--- config.mk ---
export PLATFORM = sky130hd
export DESIGN_NAME = tcoc_top
export DESIGN_NICKNAME = d
export VERILOG_FILES = /design/src/rtl/tcoc_pkg.sv /design/src/rtl/tcoc_chan_if.sv /design/src/rtl/tcoc_top.sv /design/src/rtl/tcoc_chan.sv
export VERILOG_INCLUDE_DIRS = /design/src /design/src/rtl
export SDC_FILE = /design/constraint.sdc
export NUM_CORES = 1
export LEC_CHECK = 0
export BUFFER_PORTS_ARGS = -buffer_cell sky130_fd_sc_hd__buf_2
export CAP_MARGIN = 30
export CORE_UTILIZATION = 44
export CTS_CLUSTER_SIZE = 20
export DETAILED_ROUTE_END_ITERATION = 8
export PLACE_DENSITY = 0.72
export SYNTH_ARGS = -nofsm -noshare
export SYNTH_HDL_FRONTEND = slang
export SYNTH_HIERARCHICAL = 1
export SYNTH_SLANG_ARGS = --single-unit
--- constraint.sdc ---
create_clock -name mclk -period 4.8 [get_ports mclk]
set_input_delay 0.48 -clock mclk [delete_from_list [all_inputs] [get_ports mclk]]
set_output_delay 0.48 -clock mclk [all_outputs]
set_load 0.005 [all_outputs]
--- src/rtl/tcoc_cfg.svh ---
/*
 * Constants of the timer compare-output control block: I/O addresses, field
 * positions, write masks, reset values, fixed top values and field codes.
 * Assumes a 6-bit I/O address space and an 8-bit data bus.
 */
`ifndef TCOC_CFG_SVH
`define TCOC_CFG_SVH

// i/o addresses
`define TCOC_ADR_CTRL_A   6'h2f
`define TCOC_ADR_CTRL_B   6'h2e
`define TCOC_ADR_CNT_L    6'h2c
`define TCOC_ADR_CNT_H    6'h2d
`define TCOC_ADR_CMPA_L   6'h2a
`define TCOC_ADR_CMPA_H   6'h2b
`define TCOC_ADR_CMPB_L   6'h28
`define TCOC_ADR_CMPB_H   6'h29
`define TCOC_ADR_CAP_L    6'h24
`define TCOC_ADR_CAP_H    6'h25

// field positions in the first control register
`define TCOC_COMA_MSB     7
`define TCOC_COMA_LSB     6
`define TCOC_COMB_MSB     5
`define TCOC_COMB_LSB     4
`define TCOC_WML_MSB      1
`define TCOC_WML_LSB      0
// field positions in the second control register; the top bit is a position in the 4-bit mode
`define TCOC_WMH_MSB      4
`define TCOC_WMH_LSB      3
`define TCOC_WM_TOP_BIT   3

// writable bits; the rest read as zero
`define TCOC_CTRL_A_WMASK 8'hf3
`define TCOC_CTRL_B_WMASK 8'hdf

// reset values
`define TCOC_RST8         8'h00
`define TCOC_RST16        16'h0000

// fixed top values
`define TCOC_TOP_8BIT     16'h00ff
`define TCOC_TOP_9BIT     16'h01ff
`define TCOC_TOP_10BIT    16'h03ff
`define TCOC_TOP_MAX      16'hffff

// compare-output field codes
`define TCOC_COM_OFF      2'h0
`define TCOC_COM_TOG      2'h1
`define TCOC_COM_CLR      2'h2
`define TCOC_COM_SET      2'h3

`endif

--- src/rtl/tcoc_pkg.sv ---
/*
 * Types and helper functions of the timer compare-output control block.
 * Assumes tcoc_cfg.svh is on the include path.
 */
`include "tcoc_cfg.svh"

package tcoc_pkg;

    // how the compare-output field is read
    typedef enum logic [1:0] {
        tcoc_cls_nonpwm,
        tcoc_cls_fast,
        tcoc_cls_phase,
        tcoc_cls_rsvd
    } tcoc_class_t;

    // waveform mode to interpretation class
    function automatic tcoc_class_t tcoc_class_of(input logic [3:0] mode);
        case (mode)
            4'h0, 4'h4, 4'hc:             tcoc_class_of = tcoc_cls_nonpwm;
            4'h5, 4'h6, 4'h7, 4'he, 4'hf: tcoc_class_of = tcoc_cls_fast;
            4'hd:                         tcoc_class_of = tcoc_cls_rsvd;
            default:                      tcoc_class_of = tcoc_cls_phase;
        endcase
    endfunction : tcoc_class_of

    // top value of the count for each mode
    function automatic logic [15:0] tcoc_top_of(input logic [3:0]  mode,
                                                 input logic [15:0] cmp_a,
                                                 input logic [15:0] cap);
        case (mode)
            4'h1, 4'h5:             tcoc_top_of = `TCOC_TOP_8BIT;
            4'h2, 4'h6:             tcoc_top_of = `TCOC_TOP_9BIT;
            4'h3, 4'h7:             tcoc_top_of = `TCOC_TOP_10BIT;
            4'h4, 4'h9, 4'hb, 4'hf: tcoc_top_of = cmp_a;
            4'h8, 4'ha, 4'hc, 4'he: tcoc_top_of = cap;
            default:                tcoc_top_of = `TCOC_TOP_MAX;
        endcase
    endfunction : tcoc_top_of

endpackage : tcoc_pkg

--- src/rtl/tcoc_chan_if.sv ---
/*
 * Carrier between the control top and one compare-output channel unit.
 * Assumes tcoc_pkg is compiled first.
 */
`timescale 1ns/10ps
`default_nettype none

interface tcoc_chan_if;
    import tcoc_pkg::*;

    logic [1:0]  out_mode;
    tcoc_class_t cls;
    logic        top_bit;
    logic        is_a;
    logic        tick;
    logic        match;
    logic        at_top;
    logic        count_down;
    logic        cmp_is_top;
    logic        wave;
    logic        connected;

    modport ctl  (output out_mode, cls, top_bit, is_a, tick, match, at_top, count_down, cmp_is_top,
                  input  wave, connected);
    modport unit (input  out_mode, cls, top_bit, is_a, tick, match, at_top, count_down, cmp_is_top,
                  output wave, connected);
endinterface : tcoc_chan_if

`default_nettype wire

--- src/rtl/tcoc_top.sv ---
/*
 * Compare-output control of a 16-bit timer: control registers, byte-wise
 * access to the 16-bit counter, compare and capture registers through one
 * shared high-byte holding register, and the two waveform pins.
 * Assumes the counter, prescaler and capture logic sit outside and hand in
 * tick, match, top, direction, count and capture strobes on mclk.
 */
`timescale 1ns/10ps
`default_nettype none

module tcoc_top (
    // clock and reset
    input  wire logic        mclk,
    input  wire logic        rst,
    // cpu i/o bus
    input  wire logic [5:0]  io_addr,
    input  wire logic [7:0]  io_wdata,
    input  wire logic        io_wr,
    input  wire logic        io_rd,
    output var  logic [7:0]  io_rdata,
    // counter unit side
    input  wire logic        tmr_tick,
    input  wire logic        match_a,
    input  wire logic        match_b,
    input  wire logic        at_top,
    input  wire logic        count_down,
    input  wire logic [15:0] counter_value,
    input  wire logic        cap_load,
    input  wire logic [15:0] cap_data,
    output var  logic [3:0]  wave_mode,
    output var  logic [7:0]  timer_ctrl_b,
    output var  logic [15:0] compare_value_a,
    output var  logic [15:0] compare_value_b,
    output var  logic [15:0] capture_value,
    output var  logic        cnt_load,
    output var  logic [15:0] cnt_load_value,
    // normal port function of the two pins
    input  wire logic        port_a_out,
    input  wire logic        port_a_dir,
    input  wire logic        port_b_out,
    input  wire logic        port_b_dir,
    // pins
    output var  logic        wave_out_a,
    output var  logic        wave_out_a_oe_n,
    output var  logic        wave_out_b,
    output var  logic        wave_out_b_oe_n
);
    import tcoc_pkg::*;

    logic [7:0]  ctrl_a_q,  ctrl_a_d;
    logic [7:0]  ctrl_b_q,  ctrl_b_d;
    logic [7:0]  hold_q,    hold_d;
    logic [15:0] cmp_a_q,   cmp_a_d;
    logic [15:0] cmp_b_q,   cmp_b_d;
    logic [15:0] cap_q,     cap_d;
    logic        cld_q,     cld_d;
    logic [15:0] cldv_q,    cldv_d;
    logic [7:0]  rdata_q,   rdata_d;
    logic        pa_q,      pa_d;
    logic        pb_q,      pb_d;
    logic        pa_oe_n_q, pa_oe_n_d;
    logic        pb_oe_n_q, pb_oe_n_d;
    logic [3:0]  mode;
    logic [15:0] top_val;
    tcoc_class_t cls;

    tcoc_chan_if ch_a ();
    tcoc_chan_if ch_b ();

    ////////////////////////////////////////////////////////////////////////////
    // mode decode shared by both channels
    assign mode    = {ctrl_b_q[`TCOC_WMH_MSB:`TCOC_WMH_LSB], ctrl_a_q[`TCOC_WML_MSB:`TCOC_WML_LSB]};
    assign cls     = tcoc_class_of(mode);
    assign top_val = tcoc_top_of(mode, cmp_a_q, cap_q);

    // channel a drive
    assign ch_a.out_mode   = ctrl_a_q[`TCOC_COMA_MSB:`TCOC_COMA_LSB];
    assign ch_a.cls        = cls;
    assign ch_a.top_bit    = mode[`TCOC_WM_TOP_BIT];
    assign ch_a.is_a       = 1'b1;
    assign ch_a.tick       = tmr_tick;
    assign ch_a.match      = match_a;
    assign ch_a.at_top     = at_top;
    assign ch_a.count_down = count_down;
    assign ch_a.cmp_is_top = (cmp_a_q == top_val);

    // channel b drive
    assign ch_b.out_mode   = ctrl_a_q[`TCOC_COMB_MSB:`TCOC_COMB_LSB];
    assign ch_b.cls        = cls;
    assign ch_b.top_bit    = mode[`TCOC_WM_TOP_BIT];
    assign ch_b.is_a       = 1'b0;
    assign ch_b.tick       = tmr_tick;
    assign ch_b.match      = match_b;
    assign ch_b.at_top     = at_top;
    assign ch_b.count_down = count_down;
    assign ch_b.cmp_is_top = (cmp_b_q == top_val);

    tcoc_chan u_chan_a (
        .mclk (mclk),
        .rst  (rst),
        .ch   (ch_a.unit)
    );

    tcoc_chan u_chan_b (
        .mclk (mclk),
        .rst  (rst),
        .ch   (ch_b.unit)
    );

    ////////////////////////////////////////////////////////////////////////////
    // register file: writes, holding register, capture loads
    always_comb begin
        ctrl_a_d = ctrl_a_q;
        ctrl_b_d = ctrl_b_q;
        hold_d   = hold_q;
        cmp_a_d  = cmp_a_q;
        cmp_b_d  = cmp_b_q;
        cap_d    = cap_q;
        cld_d    = 1'b0;
        cldv_d   = cldv_q;
        if (io_wr) begin
            case (io_addr)
                `TCOC_ADR_CTRL_A: ctrl_a_d = io_wdata & `TCOC_CTRL_A_WMASK;
                `TCOC_ADR_CTRL_B: ctrl_b_d = io_wdata & `TCOC_CTRL_B_WMASK;
                // every high-byte address lands in the one holding register
                `TCOC_ADR_CNT_H, `TCOC_ADR_CMPA_H,
                `TCOC_ADR_CMPB_H, `TCOC_ADR_CAP_H: hold_d = io_wdata;
                // low write commits both bytes; holding register is kept
                `TCOC_ADR_CNT_L: begin
                    cld_d  = 1'b1;
                    cldv_d = {hold_q, io_wdata};
                end
                `TCOC_ADR_CMPA_L: cmp_a_d = {hold_q, io_wdata};
                `TCOC_ADR_CMPB_L: cmp_b_d = {hold_q, io_wdata};
                `TCOC_ADR_CAP_L:  cap_d   = {hold_q, io_wdata};
                default: ;
            endcase
        end else if (io_rd) begin
            // low read of counter or capture latches the high byte
            case (io_addr)
                `TCOC_ADR_CNT_L: hold_d = counter_value[15:8];
                `TCOC_ADR_CAP_L: hold_d = cap_q[15:8];
                default: ;  // compare reads leave the holding register alone
            endcase
        end
        // a capture event beats a software write in the same cycle
        if (cap_load) begin
            cap_d = cap_data;
        end
    end

    always_ff @(posedge mclk) begin
        if (rst) begin
            ctrl_a_q <= `TCOC_RST8;
            ctrl_b_q <= `TCOC_RST8;
            hold_q   <= `TCOC_RST8;
            cmp_a_q  <= `TCOC_RST16;
            cmp_b_q  <= `TCOC_RST16;
            cap_q    <= `TCOC_RST16;
            cld_q    <= 1'b0;
            cldv_q   <= `TCOC_RST16;
        end else begin
            ctrl_a_q <= ctrl_a_d;
            ctrl_b_q <= ctrl_b_d;
            hold_q   <= hold_d;
            cmp_a_q  <= cmp_a_d;
            cmp_b_q  <= cmp_b_d;
            cap_q    <= cap_d;
            cld_q    <= cld_d;
            cldv_q   <= cldv_d;
        end
    end

    ////////////////////////////////////////////////////////////////////////////
    // read data, registered; unmapped addresses read zero
    always_comb begin
        rdata_d = rdata_q;
        if (io_rd) begin
            case (io_addr)
                `TCOC_ADR_CTRL_A: rdata_d = ctrl_a_q;
                `TCOC_ADR_CTRL_B: rdata_d = ctrl_b_q;
                `TCOC_ADR_CNT_L:  rdata_d = counter_value[7:0];
                `TCOC_ADR_CNT_H:  rdata_d = hold_q;
                `TCOC_ADR_CAP_L:  rdata_d = cap_q[7:0];
                `TCOC_ADR_CAP_H:  rdata_d = hold_q;
                `TCOC_ADR_CMPA_L: rdata_d = cmp_a_q[7:0];
                `TCOC_ADR_CMPA_H: rdata_d = cmp_a_q[15:8];
                `TCOC_ADR_CMPB_L: rdata_d = cmp_b_q[7:0];
                `TCOC_ADR_CMPB_H: rdata_d = cmp_b_q[15:8];
                default:          rdata_d = `TCOC_RST8;
            endcase
        end
    end

    // pin muxes; register stage keeps the pins glitch free
    always_comb begin
        pa_d      = ch_a.connected ? ch_a.wave : port_a_out;
        pb_d      = ch_b.connected ? ch_b.wave : port_b_out;
        pa_oe_n_d = ~port_a_dir;
        pb_oe_n_d = ~port_b_dir;
    end

    always_ff @(posedge mclk) begin
        if (rst) begin
            rdata_q   <= `TCOC_RST8;
            pa_q      <= 1'b0;
            pb_q      <= 1'b0;
            pa_oe_n_q <= 1'b1;
            pb_oe_n_q <= 1'b1;
        end else begin
            rdata_q   <= rdata_d;
            pa_q      <= pa_d;
            pb_q      <= pb_d;
            pa_oe_n_q <= pa_oe_n_d;
            pb_oe_n_q <= pb_oe_n_d;
        end
    end

    ////////////////////////////////////////////////////////////////////////////
    // outputs, all straight from flops
    assign io_rdata        = rdata_q;
    assign wave_mode       = mode;
    assign timer_ctrl_b    = ctrl_b_q;
    assign compare_value_a = cmp_a_q;
    assign compare_value_b = cmp_b_q;
    assign capture_value   = cap_q;
    assign cnt_load        = cld_q;
    assign cnt_load_value  = cldv_q;
    assign wave_out_a      = pa_q;
    assign wave_out_a_oe_n = pa_oe_n_q;
    assign wave_out_b      = pb_q;
    assign wave_out_b_oe_n = pb_oe_n_q;
endmodule : tcoc_top

`default_nettype wire

--- src/rtl/tcoc_chan.sv ---
/*
 * One compare-output channel: holds the waveform bit and moves it on compare
 * matches and top events as the field and class say.
 * Assumes match and top strobes are single cycles qualified by tick.
 */
`timescale 1ns/10ps
`default_nettype none

module tcoc_chan (
    // clock and reset
    input  wire logic   mclk,
    input  wire logic   rst,
    // channel carrier
    tcoc_chan_if.unit   ch
);
    import tcoc_pkg::*;

    logic wave_q;
    logic wave_d;
    logic pwm;
    logic tog_ok;

    ////////////////////////////////////////////////////////////////////////////
    // toggle is legal in non-pwm, or in fast or phase class on channel a with the top mode bit
    assign pwm    = (ch.cls == tcoc_cls_fast) || (ch.cls == tcoc_cls_phase);
    assign tog_ok = (ch.cls == tcoc_cls_nonpwm) || (pwm && ch.top_bit && ch.is_a);

    // pin takeover; in fast or phase class a toggle code without toggle rights stays disconnected
    assign ch.connected = (ch.out_mode != `TCOC_COM_OFF)
                          && !(pwm && (ch.out_mode == `TCOC_COM_TOG) && !tog_ok);
    assign ch.wave      = wave_q;

    ////////////////////////////////////////////////////////////////////////////
    // next waveform bit; default holds, field writes alone never move it
    always_comb begin
        wave_d = wave_q;
        if (ch.tick) begin
            case (ch.cls)
                tcoc_cls_nonpwm: begin
                    if (ch.match) begin
                        case (ch.out_mode)
                            `TCOC_COM_TOG: wave_d = ~wave_q;
                            `TCOC_COM_CLR: wave_d = 1'b0;
                            `TCOC_COM_SET: wave_d = 1'b1;
                            default:       wave_d = wave_q;
                        endcase
                    end
                end
                tcoc_cls_fast: begin
                    // a match at the top value is dropped when the upper bit is set
                    if (ch.match && !(ch.cmp_is_top && ch.out_mode[1])) begin
                        case (ch.out_mode)
                            `TCOC_COM_TOG: wave_d = tog_ok ? ~wave_q : wave_q;
                            `TCOC_COM_CLR: wave_d = 1'b0;
                            `TCOC_COM_SET: wave_d = 1'b1;
                            default:       wave_d = wave_q;
                        endcase
                    end
                    if (ch.at_top) begin
                        case (ch.out_mode)
                            `TCOC_COM_CLR: wave_d = 1'b1;
                            `TCOC_COM_SET: wave_d = 1'b0;
                            default: ;
                        endcase
                    end
                end
                tcoc_cls_phase: begin
                    if (ch.match) begin
                        case (ch.out_mode)
                            `TCOC_COM_TOG: wave_d = tog_ok ? ~wave_q : wave_q;
                            `TCOC_COM_CLR: wave_d = ch.count_down;
                            `TCOC_COM_SET: wave_d = ~ch.count_down;
                            default:       wave_d = wave_q;
                        endcase
                    end
                end
                default: wave_d = wave_q;  // reserved mode leaves the bit alone
            endcase
        end
    end

    always_ff @(posedge mclk) begin
        if (rst) begin
            wave_q <= 1'b0;
        end else begin
            wave_q <= wave_d;
        end
    end
endmodule : tcoc_chan

`default_nettype wire

==> results.md <==
- Status: completed
- Max-cap violation count: 0
- CP endpoint kind: register
- Final setup fails: 0
- CP max stage cell: mux2i_1
- Reg2reg setup slack: 1.36 ns
- DRT Pass-1 Iters: 5
- Longest Clk Path Bufs: 2
- Startpoint Class: register
- PD cells: between 200 and 250 nW/um^2
- Root buffer cell: clkbuf_16
- Clock sink count: 100
- Crit path cell chain: nand2b_1 > mux2i_1 > o211ai_1 > xnor2_1 > nand4_1 > nor4_2 > nand2b_1 > o32a_1 > a211oi_1 > o22ai_1 > a211oi_2
- Crit path largest cell delay: roughly 0.74 ns
- Initial DRC Count: 648
- R2r startpoint: ctrl_a_q[1]$_SDFFE_PP0P_
- Worst hold path type: input port to register
- Crit. Startpoint: ctrl_a_q[1]$_SDFFE_PP0P_
- Number of synthesized flops with an enable pin: 0
- Register bit count reported by yosys: 100
- Share of cells above drive strength 1: 22.5%
- Die area: 13900 sq um
- Total global routing overflow: 0
- Hpwl dp: 14200 um
- Die height: 118 um
- Peak VDD IR: 0.173 mV
- PortBufs: approximately 150
- Total stage count of the critical path: 11
- Most frequent cells in the layout: 146 x buf_2, 104 x a21oi_1, 100 x dfxtp_1, 92 x nand2_1, 86 x nor2_1
- Top delay family on crit path: simple AND/OR/NAND/NOR gates
- Syn Inst Count: between 700 and 800
- Netlist cell types: 64
- Nets@finish: 923
- Die Width: 118 um
- Max Fclk: 291 MHz
- Cell mode on critical path: nand2b_1
- Final min period: 3.44 ns
- Synth warn: 6
- Commonest non-fill, non-tap cell in the layout: buf_2
- Hold_buf cts: 0
- Initial antenna violation count: 0
- Mapped Area: 5890 sq um
- First-pass GRT wire length: between 30000 and 40000 um
- Final ANT Viol Nets: 0
- Remaining DRCs: 0
- Synthesized area per cell: 7.92 sq um
- Post-CTS resize count: 0
- Routed wire length: 19900 um
- Max_slew headroom: a little over two fifths
- Vias: 6104
- Largest net degree at the start of global routing: 68
- Row cnt: 41
- Crit Path Max Fanout: 17
- Hold Path Stages: 2
- Sequential fraction of the synthesis area: 34.0%
- Worst-Margin Slew: approximately 0.84 ns
- Ant diodes: 0
- TNS Setup: 0 ns
- FILL cells: 1241
- Core Region: 12800 sq um
- Gp weighted congestion: 0.953
- GRT Resource Usage Total: 28.8%
- Setup CP Type: register to register
- Pleak: 0.00287 uW
- Main flop type after synthesis: dfxtp_1
- Number of global-route vias before repair: 5641
- Unrepaired setup endpoints after global routing: false
- Detailed-route wire length per cell: 19.3 um
- Clock buffer count from CTS: 9
- Critical Path RT: 5.03 ns
- Critical path arrival: 3.66 ns
- Worst Setup EP: u_chan_b/ch.wave$_SDFFE_PP0P_
- Synth async-reset ratio: 0%
- Reg clk slew, reported paths: 0.07 ns
- Clock Skews: 0.00596 ns
- FF-to-FF End: u_chan_b/ch.wave$_SDFFE_PP0P_
- Design Power: 1740 uW
- I/O pin count: between 100 and 150
- Worst path buffer plus inverter count: 0
- Post-CTS Setup Inserts: 0
- Area growth syn-to-layout: 18.6%
- Starting Density: 45.9%
- Clock Latency Late Sink: 0.35 ns
- Via density: 5.90
- TritonCTS clock tree: done
- Final number of max-transition violations: 0
- # H-tree levels: 3
- Final Hold Vio Count: 0
- R2R cell count: 11
- Final worst-path cycle share: 71.6%
-- sequential cells by signal (all words and copies together), names as in the netlist --
name and count:
hold_q 8, io_rdata 8, cnt_load_value 16, cnt_load 1, wave_out_b 1, wave_out_b_oe_n 1, compare_value_a 16, wave_out_a 1
ctrl_a_q 6, capture_value 16, timer_ctrl_b 7, u_chan_a/ch.wave 1, compare_value_b 16, wave_out_a_oe_n 1, u_chan_b/ch.wave 1
-- layout make-up --
| cell class | count | area (sq um) | area share [%] |
|---|---|---|---|
| multi-input combinational | 570 | 3540 | 50.7 |
| clock buffer | 10 | 239 | 3.42 |
| sequential | 100 | 2000 | 28.7 |
| clock inverter | 6 | 55.1 | 0.788 |
| tap | 172 | 215 | 3.08 |
| inverter | 20 | 75.1 | 1.07 |
| timing repair buffer | 156 | 861 | 12.3 |
-- metal layers --
metal | up-vias | routed length (um) | global-route usage, %
met4 | 0 | 689 | 12.7
met2 | 335 | 8950 | 44.6
li1 | 2874 | - | -
met1 | 2850 | 8200 | 37.9
met3 | 45 | 2090 | 6.73
met5 | - | 0 | 0
-- Yosys cell counts (10+ instances only) --
| cell type | n | area share, % |
|---|---|---|
| a21oi_1 | 104 | 8.8 |
| buf_2 | 14 | 1.2 |
| buf_4 | 11 | 1.4 |
| clkbuf_1 | 29 | 1.8 |
| dfxtp_1 | 100 | 34 |
| inv_1 | 18 | 1.1 |
| mux2i_1 | 56 | 9.5 |
| nand2_1 | 92 | 5.9 |
| nand2b_1 | 14 | 1.5 |
| nand3_1 | 36 | 3.1 |
| nor2_1 | 86 | 5.5 |
| o21ai_0 | 10 | 0.85 |
| o22ai_1 | 15 | 1.6 |
| xor2_1 | 12 | 1.8 |
-- where the power goes --
group / internal (uW) / switching (uW)
clock: 375 / 342
sequential: 841 / 24.6
combinational: 60.0 / 97.7
total: 1280 / 464
-- cells by family after synthesis --
logic type	Yosys count	share of synthesized area [%]
XOR/XNOR	20	2.97
AND/OR/NAND/NOR	275	21.5
AO/OA/AOI/OAI	200	21.9
multiplexers	64	12.0
adder cells (fa/ha/maj)	6	1.27
buffers and inverters	77	6.29
other	2	0.127
flip-flops	100	34.0
-- through the flow --
step                cell area [sq um]  setup slack, ns  hold WS (ns)  cells  util (%)
finish                           6990             1.36         0.287   1034      54.5
global route                     6990             1.05         0.279   1034      54.5
CTS                              6960             1.40         0.278   1032      54.2
detailed placement               6660             1.40         0.443   1016      51.9
global placement                 6610             1.48         0.439   1014      51.5
floorplan                        5900             2.25         0.453    747         -
-- how the worst min path moves through the flow --
stage                                      endpoint                            start  slack, ns
finish                   wave_out_a_oe_n$_SDFF_PP1_                       port_a_dir       0.29
global placement    cnt_load_value[13]$_SDFFE_PP0P_  cnt_load_value[13]$_SDFFE_PP0P_       0.44
floorplan            cnt_load_value[0]$_SDFFE_PP0P_   cnt_load_value[0]$_SDFFE_PP0P_       0.45
detailed placement  cnt_load_value[15]$_SDFFE_PP0P_  cnt_load_value[15]$_SDFFE_PP0P_       0.44
global route             wave_out_a_oe_n$_SDFF_PP1_                       port_a_dir       0.28
CTS                      wave_out_a_oe_n$_SDFF_PP1_                       port_a_dir       0.28
Power figures use the tool's default switching activity.
